$ cat src/tci_pkg.sv
// package for the connector port interrupt and init block
// assumes a plain register port with read data one cycle after the strobe
package tci_pkg;
   localparam int ADDR_W = 4;
   localparam int DATA_W = 8;
   // register offsets
   localparam logic [3:0] REG_CTRL = 4'h0;
   localparam logic [3:0] REG_STATUS = 4'h1;
   localparam logic [3:0] REG_INT = 4'h2;
   // control field positions
   localparam int CTRL_INT_MASK = 0;
   localparam int CTRL_CUR_LO = 1;
   localparam int CTRL_CUR_HI = 2;
   localparam int CTRL_ROLE_LO = 4;
   localparam int CTRL_ROLE_HI = 5;
   // status field positions
   localparam int STAT_BUS_OK = 0;
   localparam int STAT_INT_PEND = 1;
   // interrupt flag positions
   localparam int INT_BUS_OK = 0;
   localparam int INT_EXT = 1;
   localparam int NUM_EXT = 6;
   // roles
   typedef enum logic [1:0]
   {
      ROLE_SINK = 2'b00,
      ROLE_SOURCE = 2'b01,
      ROLE_DRP = 2'b10,
      ROLE_ACC = 2'b11
   } tci_role_t;
   // source current advertisement
   typedef enum logic [1:0]
   {
      CUR_OFF = 2'b00,
      CUR_DEFAULT = 2'b01,
      CUR_1P5A = 2'b10,
      CUR_3A = 2'b11
   } tci_cur_t;
   typedef struct packed
   {
      logic src_current_sel_hi;
      logic src_current_sel_lo;
   } tci_cur_sel_t;
   typedef struct packed
   {
      logic adv_default;
      logic adv_1p5a;
      logic adv_3a;
   } tci_adv_t;
   // reset values
   localparam logic [7:0] CTRL_RESET = 8'h01;
   localparam logic [7:0] ZERO8 = 8'h00;
endpackage : tci_pkg

$ cat src/tci_port_int.sv
// interrupt, power-up defaults and current advertisement decode
// assumes synchronous inputs and one clock; interrupt pin is open drain
`timescale 1ns/1ps
// What this block does
// - power up as sink, all interrupts masked
// - pin released, global mask set at reset
// - unmasking asserts the pin only when a flag is pending
// - event drives pin low, read releases
// - mask set keeps pin released
// - masked events held, pin low on unmask
// - decode 01 default, 10 1.5A, 11 3A
// - supply valid comparator raises supply event
module tci_port_int
   import tci_pkg::*;
#(
   parameter int N_EXT = NUM_EXT
)
(
   input wire logic clk_in,
   input wire logic resetn_in,
   input wire logic [ADDR_W-1:0] addr_in,
   input wire logic [DATA_W-1:0] wdata_in,
   input wire logic wr_in,
   input wire logic rd_in,
   output logic [DATA_W-1:0] rdata_out,
   input wire logic bus_supply_valid_in,
   input wire logic [N_EXT-1:0] event_in,
   output logic int_n_out,
   output logic int_oe_out,
   output tci_role_t role_out,
   output tci_adv_t adv_out
);
   // reset release pair; nothing but rst_sync reads rst_meta
   logic rst_meta;
   logic rst_sync;
   logic next_rst_meta;
   logic next_rst_sync;
   // control register: mask, current setting, role
   logic [DATA_W-1:0] ctrl;
   logic [DATA_W-1:0] next_ctrl;
   logic ctrl_wr;
   // sticky flags: bit 0 supply, the rest external events
   logic [N_EXT:0] flags;
   wire logic [N_EXT:0] next_flags;
   logic [N_EXT:0] flag_set;
   logic flag_clr;
   logic any_flag;
   // supply edge detect
   logic supply_prev;
   logic next_supply_prev;
   logic bus_supply_ok_event;
   // read port and its address decode
   logic [DATA_W-1:0] next_rdata;
   logic rd_ctrl;
   logic rd_status;
   logic rd_int;
   // interrupt pin, open drain
   logic next_oe;
   logic next_int_n;
   // role and advertisement
   tci_role_t next_role;
   tci_adv_t next_adv;
   tci_cur_sel_t cur_sel;

   // strobe plus address match, shared by every register
   function automatic logic is_read(input logic rd,
                                    input logic [ADDR_W-1:0] a,
                                    input logic [ADDR_W-1:0] r);
      is_read = rd && (a == r);
   endfunction : is_read

   function automatic logic is_write(input logic wr,
                                     input logic [ADDR_W-1:0] a,
                                     input logic [ADDR_W-1:0] r);
      is_write = wr && (a == r);
   endfunction : is_write

   // set wins over the read clear in the same cycle,
   // so an event landing on the read is never lost
   function automatic logic flag_next(input logic cur,
                                      input logic clr,
                                      input logic set);
      flag_next = (cur && !clr) || set;
   endfunction : flag_next

   // reset release: asynchronous assert, two-flop release
   always_comb
   begin
      next_rst_meta = 1'b1;
      next_rst_sync = rst_meta;
   end

   always_ff @(posedge clk_in or negedge resetn_in)
   begin
      if (!resetn_in)
      begin
         rst_meta <= 1'b0;
         rst_sync <= 1'b0;
      end
      else
      begin
         rst_meta <= next_rst_meta;
         rst_sync <= next_rst_sync;
      end
   end

   // supply rising edge
   // prev resets low, so a supply already up at release counts
   assign bus_supply_ok_event = bus_supply_valid_in && !supply_prev;

   always_comb
   begin
      next_supply_prev = bus_supply_valid_in;
   end

   always_ff @(posedge clk_in or negedge rst_sync)
   begin
      if (!rst_sync)
      begin
         supply_prev <= 1'b0;
      end
      else
      begin
         supply_prev <= next_supply_prev;
      end
   end

   always_comb
   begin
      ctrl_wr = is_write(wr_in, addr_in, REG_CTRL);
      next_ctrl = ctrl;
      if (ctrl_wr)
      begin
         next_ctrl = wdata_in;
      end
   end

   always_ff @(posedge clk_in or negedge rst_sync)
   begin
      if (!rst_sync)
      begin
         ctrl <= CTRL_RESET;
      end
      else
      begin
         ctrl <= next_ctrl;
      end
   end

   always_comb
   begin
      flag_clr = is_read(rd_in, addr_in, REG_INT);
      flag_set = '0;
      flag_set[INT_BUS_OK] = bus_supply_ok_event;
      flag_set[N_EXT:INT_EXT] = event_in;
      any_flag = |flags;
   end

   // flags latch whatever the mask
   // the mask only gates the pin
   for (genvar i = 0; i <= N_EXT; i++)
   begin : g_flag
      assign next_flags[i] = flag_next(flags[i], flag_clr, flag_set[i]);
   end

   always_ff @(posedge clk_in or negedge rst_sync)
   begin
      if (!rst_sync)
      begin
         flags <= '0;
      end
      else
      begin
         flags <= next_flags;
      end
   end

   // unmapped reads and reserved status and interrupt bits return zero
   always_comb
   begin
      rd_ctrl = is_read(rd_in, addr_in, REG_CTRL);
      rd_status = is_read(rd_in, addr_in, REG_STATUS);
      rd_int = is_read(rd_in, addr_in, REG_INT);
      next_rdata = ZERO8;
      if (rd_ctrl)
      begin
         next_rdata = ctrl;
      end
      else if (rd_status)
      begin
         next_rdata[STAT_BUS_OK] = bus_supply_valid_in;
         next_rdata[STAT_INT_PEND] = any_flag;
      end
      else if (rd_int)
      begin
         next_rdata[N_EXT:0] = flags;
      end
   end

   // read data stand for one cycle only, then fall back to zero
   always_ff @(posedge clk_in or negedge rst_sync)
   begin
      if (!rst_sync)
      begin
         rdata_out <= ZERO8;
      end
      else
      begin
         rdata_out <= next_rdata;
      end
   end

   // nothing pending, stays released
   // next values, so a read or unmask acts in one cycle
   // limitation: an event in the read cycle keeps the pin low
   always_comb
   begin
      next_oe = (|next_flags) && !next_ctrl[CTRL_INT_MASK];
      // open drain: the data side only ever drives low
      next_int_n = 1'b0;
   end

   always_ff @(posedge clk_in or negedge rst_sync)
   begin
      if (!rst_sync)
      begin
         int_oe_out <= 1'b0;
         int_n_out <= 1'b0;
      end
      else
      begin
         int_oe_out <= next_oe;
         int_n_out <= next_int_n;
      end
   end

   // advertisement decode
   // all four codes are legal, so no default arm
   always_comb
   begin
      cur_sel.src_current_sel_hi = ctrl[CTRL_CUR_HI];
      cur_sel.src_current_sel_lo = ctrl[CTRL_CUR_LO];
      next_adv = '0;
      unique case (tci_cur_t'(cur_sel))
         CUR_OFF:
         begin
            next_adv = '0;
         end
         CUR_DEFAULT:
         begin
            next_adv.adv_default = 1'b1;
         end
         CUR_1P5A:
         begin
            next_adv.adv_1p5a = 1'b1;
         end
         CUR_3A:
         begin
            next_adv.adv_3a = 1'b1;
         end
      endcase
   end

   always_ff @(posedge clk_in or negedge rst_sync)
   begin
      if (!rst_sync)
      begin
         // no advertisement until software picks one
         adv_out <= '0;
      end
      else
      begin
         adv_out <= next_adv;
      end
   end

   // role field follows the control register directly
   always_comb
   begin
      next_role = tci_role_t'(next_ctrl[CTRL_ROLE_HI:CTRL_ROLE_LO]);
   end

   always_ff @(posedge clk_in or negedge rst_sync)
   begin
      if (!rst_sync)
      begin
         role_out <= ROLE_SINK;
      end
      else
      begin
         role_out <= next_role;
      end
   end
endmodule : tci_port_int

$ cat config.mk
export PLATFORM = sky130hd
export DESIGN_NAME = tci_port_int
export DESIGN_NICKNAME = d
export VERILOG_FILES = /design/src/tci_pkg.sv /design/src/tci_port_int.sv
export SDC_FILE = /design/constraint.sdc
export NUM_CORES = 1
export LEC_CHECK = 0
export ABC_AREA = 0
export BUFFER_PORTS_ARGS = -buffer_cell sky130_fd_sc_hd__buf_2
export CAP_MARGIN = 5
export CORE_ASPECT_RATIO = 0.8
export CORE_MARGIN = 3
export CORE_UTILIZATION = 53
export CTS_CLUSTER_DIAMETER = 30
export DETAILED_ROUTE_END_ITERATION = 10
export PLACE_DENSITY = 0.8
export RECOVER_POWER = 50
export SLEW_MARGIN = 20
export SYNTH_ARGS = -nofsm -noshare
export SYNTH_HDL_FRONTEND = slang
export SYNTH_SLANG_ARGS = --single-unit
$ cat constraint.sdc
create_clock -name clk_in -period 1.4 [get_ports clk_in]
set_input_delay 0.35 -clock clk_in [delete_from_list [all_inputs] [get_ports clk_in]]
set_output_delay 0.35 -clock clk_in [all_outputs]
set_load 0.005 [all_outputs]
---- Word level (Yosys, flattened, before mapping) ----
Cells that the tools add are included.
storage, ports and cells
  register bits ........................... 32
  bits in latches ......................... 0
  memory bits (writable) .................. 0
  memory bits (read-only) ................. 0
  output and inout port bits .............. 15
  word-level logic and storage cells ...... 52
  memories ................................ 0
operators by class
  add/subtract/negate cells ............... 0
  multipliers ............................. 0
  divide/modulo/power cells ............... 0
  magnitude comparators ................... 0
  equality and inequality tests ........... 5
  shift operators ......................... 0
  muxes and demuxes ....................... 9
  bitwise operators ....................... 0
  reduce and logical (&&, ||, !) cells .... 26
operator list
  kind                  number
  $mux W7               2
  $reduce_or A7 Y1      2
  $logic_and A1 B1 Y1   13
  $logic_or A1 B1 Y1    7
  $mux W6               1
  $mux W5               1
  $eq A2 B2 Y1 const B  2
  $eq A4 B1 Y1 const B  1
  $eq A4 B2 Y1 const B  1
  $logic_not A4 Y1      1
  $mux W1               4
  $logic_not A1 Y1      3
  $eq A2 B1 Y1 const B  1
  $mux W2               1

---- Depth between registers and ports, before layout ----
Gate-level depths: netlist (run 1).
  word-level depth ........................ 7
  mapped depth ............................ 4
  mapped depth without buffers ............ 3

---- Worst setup path after synthesis (run 1) ----
OpenSTA, ideal clock, no wires.
  kind .................................... in2reg
  start point ............................. input addr_in[1]
  end point ............................... register ctrl[1]
  library setup time ...................... 125 ps
  arrival time ............................ 1208 ps
  data required time ...................... 1275 ps
  setup slack ............................. 67 ps
  stages .................................. 4
  path through ............................ nor4_2 -> and2_1 -> buf_6 -> mux2_4
on the way
  word-level cells in the longest chain between the ends .. 2
ends and longest elaborated chain
  item                  RTL line             RTL
  start, declared       tci_port_int.sv:21   input wire logic [ADDR_W-1:0] addr_in,
  $logic_not A4 Y1      tci_port_int.sv:75   is_write = wr && (a == r);
  $logic_and A1 B1 Y1   tci_port_int.sv:75
  end signal, assigned  tci_port_int.sv:146  ctrl <= next_ctrl;
  end, declared         tci_port_int.sv:39   logic [DATA_W-1:0] ctrl;
No other way between the ends.
A chain may end at the register's enable or synchronous reset.

---- Final worst setup path (run 1) ----
  start point ............................. register flags[2]
  end point ............................... register rdata_out[1]
on the way
  word-level cells in the longest chain between the ends .. 3
ends and longest elaborated chain
  item                    RTL line             RTL
  start, declared         tci_port_int.sv:43   logic [N_EXT:0] flags;
  start signal, assigned  tci_port_int.sv:174  flags <= next_flags;
  $reduce_or A7 Y1        tci_port_int.sv:156  any_flag = |flags;
  $mux W2                 tci_port_int.sv:189  else if (rd_status)
  $mux W7                 tci_port_int.sv:185  if (rd_ctrl)
  via next_rdata[1]       tci_port_int.sv:53   logic [DATA_W-1:0] next_rdata;
  end signal, assigned    tci_port_int.sv:209  rdata_out <= next_rdata;
  end, declared           tci_port_int.sv:25   output logic [DATA_W-1:0] rdata_out,
The timed path passes the listed nets, and every way through them passes these cells.

==> results.md, run 1 <==
* Sequential Power Share at a little under three fifths
* Hold crit path type: flip-flop to async pin
* # setup viols final at 0
* CP Cell Sequence: nor4_1 > a311o_1 > a21oi_1
* Register area share after synthesis at around three fifths
* ANT nets after route at 0
* Fraction of the mapped netlist area in adder cells at 0%
* Core area at 2032 µm²
* Number of synthesized flops with an enable pin at 0
* Global-route wire length before repair at 4209 µm
* Syn Nets at 107
* DP Area at around 1500 µm²
* Status: finished clean
* CP max stage delay at 0.42 ns
* Post-synthesis xor/xnor area fraction at 0%
* Slowest CP cell: dfrtp_1
* Vias in the first global route at between 800 and 900
* Switching share of power at 25.27%
* I/O pin count at 38
* Number of distinct library cells after synthesis at 30
* Initial Util at 60.04%
* Remaining global-route overflow at 0
* DR vias at 828
* Drt wl/cell at 15.33 µm
* Die Ht at just under 50 µm
* Synthesized area at ~1200 µm²
* Ys flop type: dfrtp_1
* Final core occ at 75.43%
* CP bufs+invs at 0
* Critical Path AT at 1.43 ns
* Max-cap violations at 0
* # diodes at 0
* Setup bufs post-CTS at 0
* DRC viols at 0
* Row count at 14
* Die width at 59.64 µm
* Worst clock skew at approximately 0.012 ns
* Total GRT Usage at between 10% and 20%
* Maximum VDD drop at 0.9408 mV
* Period utilisation layout at between 80% and 90%
* Comb power frac at approximately 14%
* CTS tree: built
* Clk slew on worst S/H paths at 0.10 ns
* DR iter-0 viols at 9
* Fin nets at 154
* Cell count after synthesis at 84
* Final hold vios at 0
* Startpoint Class: flip-flop
* Worst endpoint required time at between 1.5 and 2 ns
* PD cells at ~1200 nW/µm²
* GPL Wtd Cong at slightly below 0.7
* DRT Pass-1 Iters at 4
* Initial antenna violation count at 0
* Clk network pwr share at 29.5%
* Synth Area in Compound Gates at 13.23%
* Ys async rst share at 100.0%
* Internal at 0.001368 W
* Cell leakage power at between 0.7 and 0.8 nW
* Skew-Pair Late Insertion Delay at 0.33 ns
* Largest net degree at the start of global routing at 20
* Yosys reg bits at 30
* CTS sink cnt at 30
* Highest-count cells in the layout ignoring fill and taps: buf_2 (34), dfrtp_1 (29), a21o_1 (8)
* Most common cell after layout, fill and taps aside: buf_2
* Final Critical Period at 1.227 ns
* Post-Synth Simple-Gate Area at 11.90%
* Switching Power at 0.0004626 W
* Crit path capture type: flip-flop
* Fmax achieved at 814.9 MHz
* Crit-path max FO at 3
* Die ar. at 2917 µm²
* Unrepaired setup endpoints after global routing: false
* Clock H-tree levels at 2
* Synth-to-layout area growth at 25.64%
* Main combinational cell family by area after synthesis: compound AO/OA/AOI/OAI gates
* Routed WL at 2392 µm
* FILL cells at around 150
* IO Port Bufs at 36
* Ys Warns at 0
* Avg Inst Size Synth at 14.52 µm²
* Critical path's top delay family: flip-flops
* Final Instance Area at 1533 µm²
* Max clock buf depth at 2
* R2R setup slack at 0.17 ns
* Mux share of post-synthesis cell area at a little under a tenth
* Layout cell share with drive strength beyond 1 at 48.48%
* Critical path type: flip-flop to flip-flop
* Vias/cell at 5.308
* Total CTS buffers at 5
* Post-cts resize count at 0
* Post-DP HPWL at about 1900 µm
* Post-CTS Hold Buffers at 1
* Pins over their slew limit at 0
* CTS Root Cell: clkbuf_4
synth_stat cells (2+ instances only):
master / n / area, µm²
buf_4: 3 / 22.52
and2_1: 3 / 18.77
nor2_1: 2 / 7.510
nor2b_1: 3 / 18.77
nor4_1: 2 / 12.51
dfrtp_1: 29 / 725.7
conb_1: 2 / 7.510
mux2_4: 7 / 105.1
a22o_1: 5 / 43.79
a21o_1: 8 / 60.06
power groups by stage:
stage | Sequential (W) | Combinational (W) | Clock [W]
floorplan | 0.00104 | 0.000158 | 0
global placement | 0.00104 | 0.000260 | 0
detailed placement | 0.00104 | 0.000273 | 0
CTS | 0.00103 | 0.000275 | 0.000547
global route | 0.00104 | 0.000294 | 0.000598
finish | 0.00102 | 0.000266 | 0.000541
worst paths after layout:
check | start | to | cells past startpoint
setup / recovery | flags[2] | rdata_out[1] | 3
hold / removal | rst_sync | rdata_out[0] | 0
setup reg to reg | flags[2] | rdata_out[1] | 3
hold reg to reg | rst_sync | rdata_out[0] | 0
max in group asynchronous | rst_sync | role_out[0] | 1
min in group clk_in | bus_supply_valid_in | supply_prev | 1
routing by layer:
| metal | global-route usage (%) | part of all wire, % |
|---|---|---|
| met1 | 23.93 | 43 |
| met2 | 31.12 | 49 |
| met3 | 7.407 | 6.4 |
| met4 | 8.856 | 1.1 |
| met5 | 0 | 0 |
registers in the layout, indices dropped and copies added (netlist names), 3 cells and up:
| name | flops |
|---|---|
| adv_out | 3 |
| ctrl | 7 |
| rdata_out | 8 |
| flags | 7 |
layout make-up:
type                       count  area, µm²  area share, %
multi-input combinational     49      429.2          28.00
clock inverter                 2      12.51         0.8163
timing repair buffer          45      257.7          16.82
sequential                    30      752.0          49.06
tap                           24      30.03          1.959
clock buffer                   6      51.30          3.347
kinds of logic after synthesis:
family | count (synthesis)
buffers and inverters | 5
flip-flops | 30
AO/OA/AOI/OAI | 19
AND/OR/NAND/NOR | 20
other | 2
multiplexers | 8
per-stage QoR:
stage / hold slack [ns] / total power, W / instances / worst slack, ns / TNS [ns]
6_report: 0.1637 / 0.001831 / 156 / 0.1728 / 0
5_1_grt: 0.1538 / 0.001930 / 156 / 0.06512 / 0
4_1_cts: 0.1488 / 0.001848 / 156 / 0.1614 / 0
3_5_place_dp: 0.1356 / 0.001314 / 147 / -0.1697 / -2.177
3_3_place_gp: 0.1344 / 0.001296 / 147 / -0.1047 / -1.641
2_1_floorplan: 0.05441 / 0.001193 / 84 / 0.06720 / 0
(Power assumes the default switching activity.)
==> run 2: changes to the inputs <==
--- a/config.mk
+++ b/config.mk
@@ -10,10 +10,10 @@
 export CAP_MARGIN = 5
 export CORE_ASPECT_RATIO = 0.8
 export CORE_MARGIN = 3
-export CORE_UTILIZATION = 53
+export CORE_UTILIZATION = 35
 export CTS_CLUSTER_DIAMETER = 30
 export DETAILED_ROUTE_END_ITERATION = 10
-export PLACE_DENSITY = 0.8
+export PLACE_DENSITY = 0.56
 export RECOVER_POWER = 50
 export SLEW_MARGIN = 20
 export SYNTH_ARGS = -nofsm -noshare
==> run 2 against run 1 <==
Non-clock buffer count did not move. Design area grew 1.9%. Clock power rose by 15%. Wire length rose by 1.2%. Worst hold slack better by 0.064 ns. Via count fell by 1.6%. Sequential power barely moved. Largest power group unchanged.
==> results.md, run 2 (synthesis results as in run 1) <==
* I/O pin count at 38 (unchanged)
* Layout Cells excl Fill at 171 (+9.6%)
* Layout cell share with drive strength beyond 1 at 45.80% (-2.7 points)
* Register area at 752.0 µm² (unchanged)
* Startpoint Class: input pin
* ANT nets after route at 0 (unchanged)
* Hold_ws at 0.2274 ns (+0.06366 ns)
* Pins over their slew limit at 0 (unchanged)
* CP max stage delay at 0.30 ns (-0.12 ns)
* Final Critical Period at 1.283 ns (+0.05586 ns)
* Vias/cell at 4.766 (-10%)
* Post-cts resize count at 0 (unchanged)
* DRT Pass-1 Iters at 4 (unchanged)
* PD cells at 1221 nW/µm² (+2.3%)
* Max clock buf depth at 2 (unchanged)
* Core area at 3221 µm² (+58%)
* Synth-to-layout area growth at 28.00%
* # setup viols final at 0 (unchanged)
* Die Ht at 58.81 µm (+20%)
* # diodes at 0 (unchanged)
* Area of the multi-input gates at 429.2 µm² (unchanged)
* DRC viols at 0 (unchanged)
* Fin nets at 154 (unchanged)
* Power, Total at 0.001907 W (+4.2%)
* Worst clock skew at 0.002833 ns (-0.008785 ns)
* Clk slew on worst S/H paths at 0.06 ns (-0.04 ns)
* DR vias at 815 (-1.6%)
* Unrepaired setup endpoints after global routing: false
* Final hold vios at 0 (unchanged)
* Largest net degree at the start of global routing at 29 (+45%)
* CTS tree: built
* Critical Path AT at 1.44 ns (about the same)
* Die ar. at 4234 µm² (+45%)
* Initial antenna violation count at 0 (unchanged)
* Skew-Pair Late Insertion Delay at 0.27 ns (-0.06 ns)
* Status: finished clean
* Crit path capture type: flip-flop
* Critical path type: input pin to flip-flop
* Slowest CP cell: nor4_2
* Fmax achieved at 779.4 MHz (-4.4%)
* Largest register FFs at 8 (unchanged)
* GPL Wtd Cong at 0.7353 (+6.1%)
* DP Area at 1484 µm² (+0.51%)
* Remaining global-route overflow at 0 (unchanged)
* FILL cells at 289 (+89%)
* R2R setup slack at 0.18 ns (about the same)
* Slack of the critical path at 0.1169 ns (-0.05586 ns)
* DP Cell Count at 163 (+11%)
* Crit-path max FO at 8 (+5)
* Total GRT Usage at 13.43% (-6.4 points)
* Initial Util at 37.88% (-22 points)
* Hold crit path type: input pin to flip-flop
* IO Port Bufs at 36 (unchanged)
* Worst endpoint required time at 1.56 ns (-0.04 ns)
* Die width at 72.01 µm (+21%)
* CTS sink cnt at 30 (unchanged)
* Period utilisation layout at 91.65% (+4.0 points)
* Setup bufs post-CTS at 0 (unchanged)
* CP Cell Sequence: buf_2 > nor4_2 > and2_1 > buf_12 > mux2_4
* Most common cell after layout, fill and taps aside: buf_2
* Worst R2R Path Depth at 3 (unchanged)
* Clock H-tree levels at 2 (unchanged)
* Routed WL at 2420 µm (+1.2%)
* Vias in the first global route at 830 (-4.7%)
* Global-route wire length before repair at 4126 µm (-2.0%)
* Setup WS pre-CTS at -0.1701 ns (-0.0003450 ns)
* Drt wl/cell at 14.15 µm (-7.7%)
* Slew headroom at 53.87%
* Reg with most FFs: rdata_out
* Slew @ Worst Pin at 0.6919 ns
* DR iter-0 viols at 33 (+24)
* Total CTS buffers at 5 (unchanged)
* Regs by FF count: rdata_out: 8 flops, ctrl: 7 flops, flags: 7 flops
* Max-cap violations at 0 (unchanged)
* Maximum VDD drop at 0.5182 mV (-45%)
* CTS Root Cell: clkbuf_8
* Highest-count cells in the layout ignoring fill and taps: buf_2 (34), dfrtp_1 (29), a21o_1 (8)
* Final Instance Area at 1562 µm² (+1.9%)
* Cell leakage power at 0.7565 nW (about the same)
* Post-DP HPWL at 1806 µm (-2.4%)
* Row count at 18 (+4)
* Worst hold stages at 1
run 2: cell types whose count changed in the layout (fill, tap and decap cells not counted), sizes merged:
cell	delta
clkbuf	+2
buf	-1
clkinv	-1
clkinvlp	-1
run 2: report_power, final:
part,internal [W],switching [W],total [W]
clock network,0.000341,0.000283,0.000624
logic,0.000164,0.000104,0.000268
registers,0.000964,0.0000513,0.00102
run 2: worst paths after layout:
kind                                          start            to
worst max-delay path                     addr_in[1]       ctrl[7]
worst min-delay path            bus_supply_valid_in   supply_prev
worst max register to register             flags[3]    int_oe_out
worst min register to register        next_rst_sync      rst_sync
max in group asynchronous                  rst_sync  rdata_out[7]
min in group asynchronous                  rst_sync    adv_out[1]
run 2: per-stage QoR:
stage	utilization [%]	setup TNS (ns)
6_report	48.48	0
4_1_cts	48.76	0
3_5_place_dp	46.08	-2.483
5_1_grt	48.48	0
3_3_place_gp	46.08	-1.887
2_1_floorplan	-	0
run 2: what timing repair did:
action	in CTS	in global routing
setup endpoints to repair	0	0
hold endpoints to repair	2	0
hold buffers	1	0
run 2: cell type report:
cell class | instances | area share [%]
Clock buffer | 7 | 4.888
Tap cell | 40 | 3.205
Timing Repair Buffer | 45 | 16.27
Sequential cell | 30 | 48.16
Multi-Input combinational cell | 49 | 27.48
run 2: critical path: cells and delay by family:
kind                   cells  cell delay [ns]
multiplexers               1             0.30
AND/OR/NAND/NOR            2             0.52
buffers and inverters      2             0.26
run 2: routing by layer:
layer	up-vias	routed length, µm	GRT usage, %
met5	-	0	0
met4	0	53	8.043
met3	6	166	5.119
met2	26	1007	18.46
met1	394	1193	17.90
li1	389	-	-
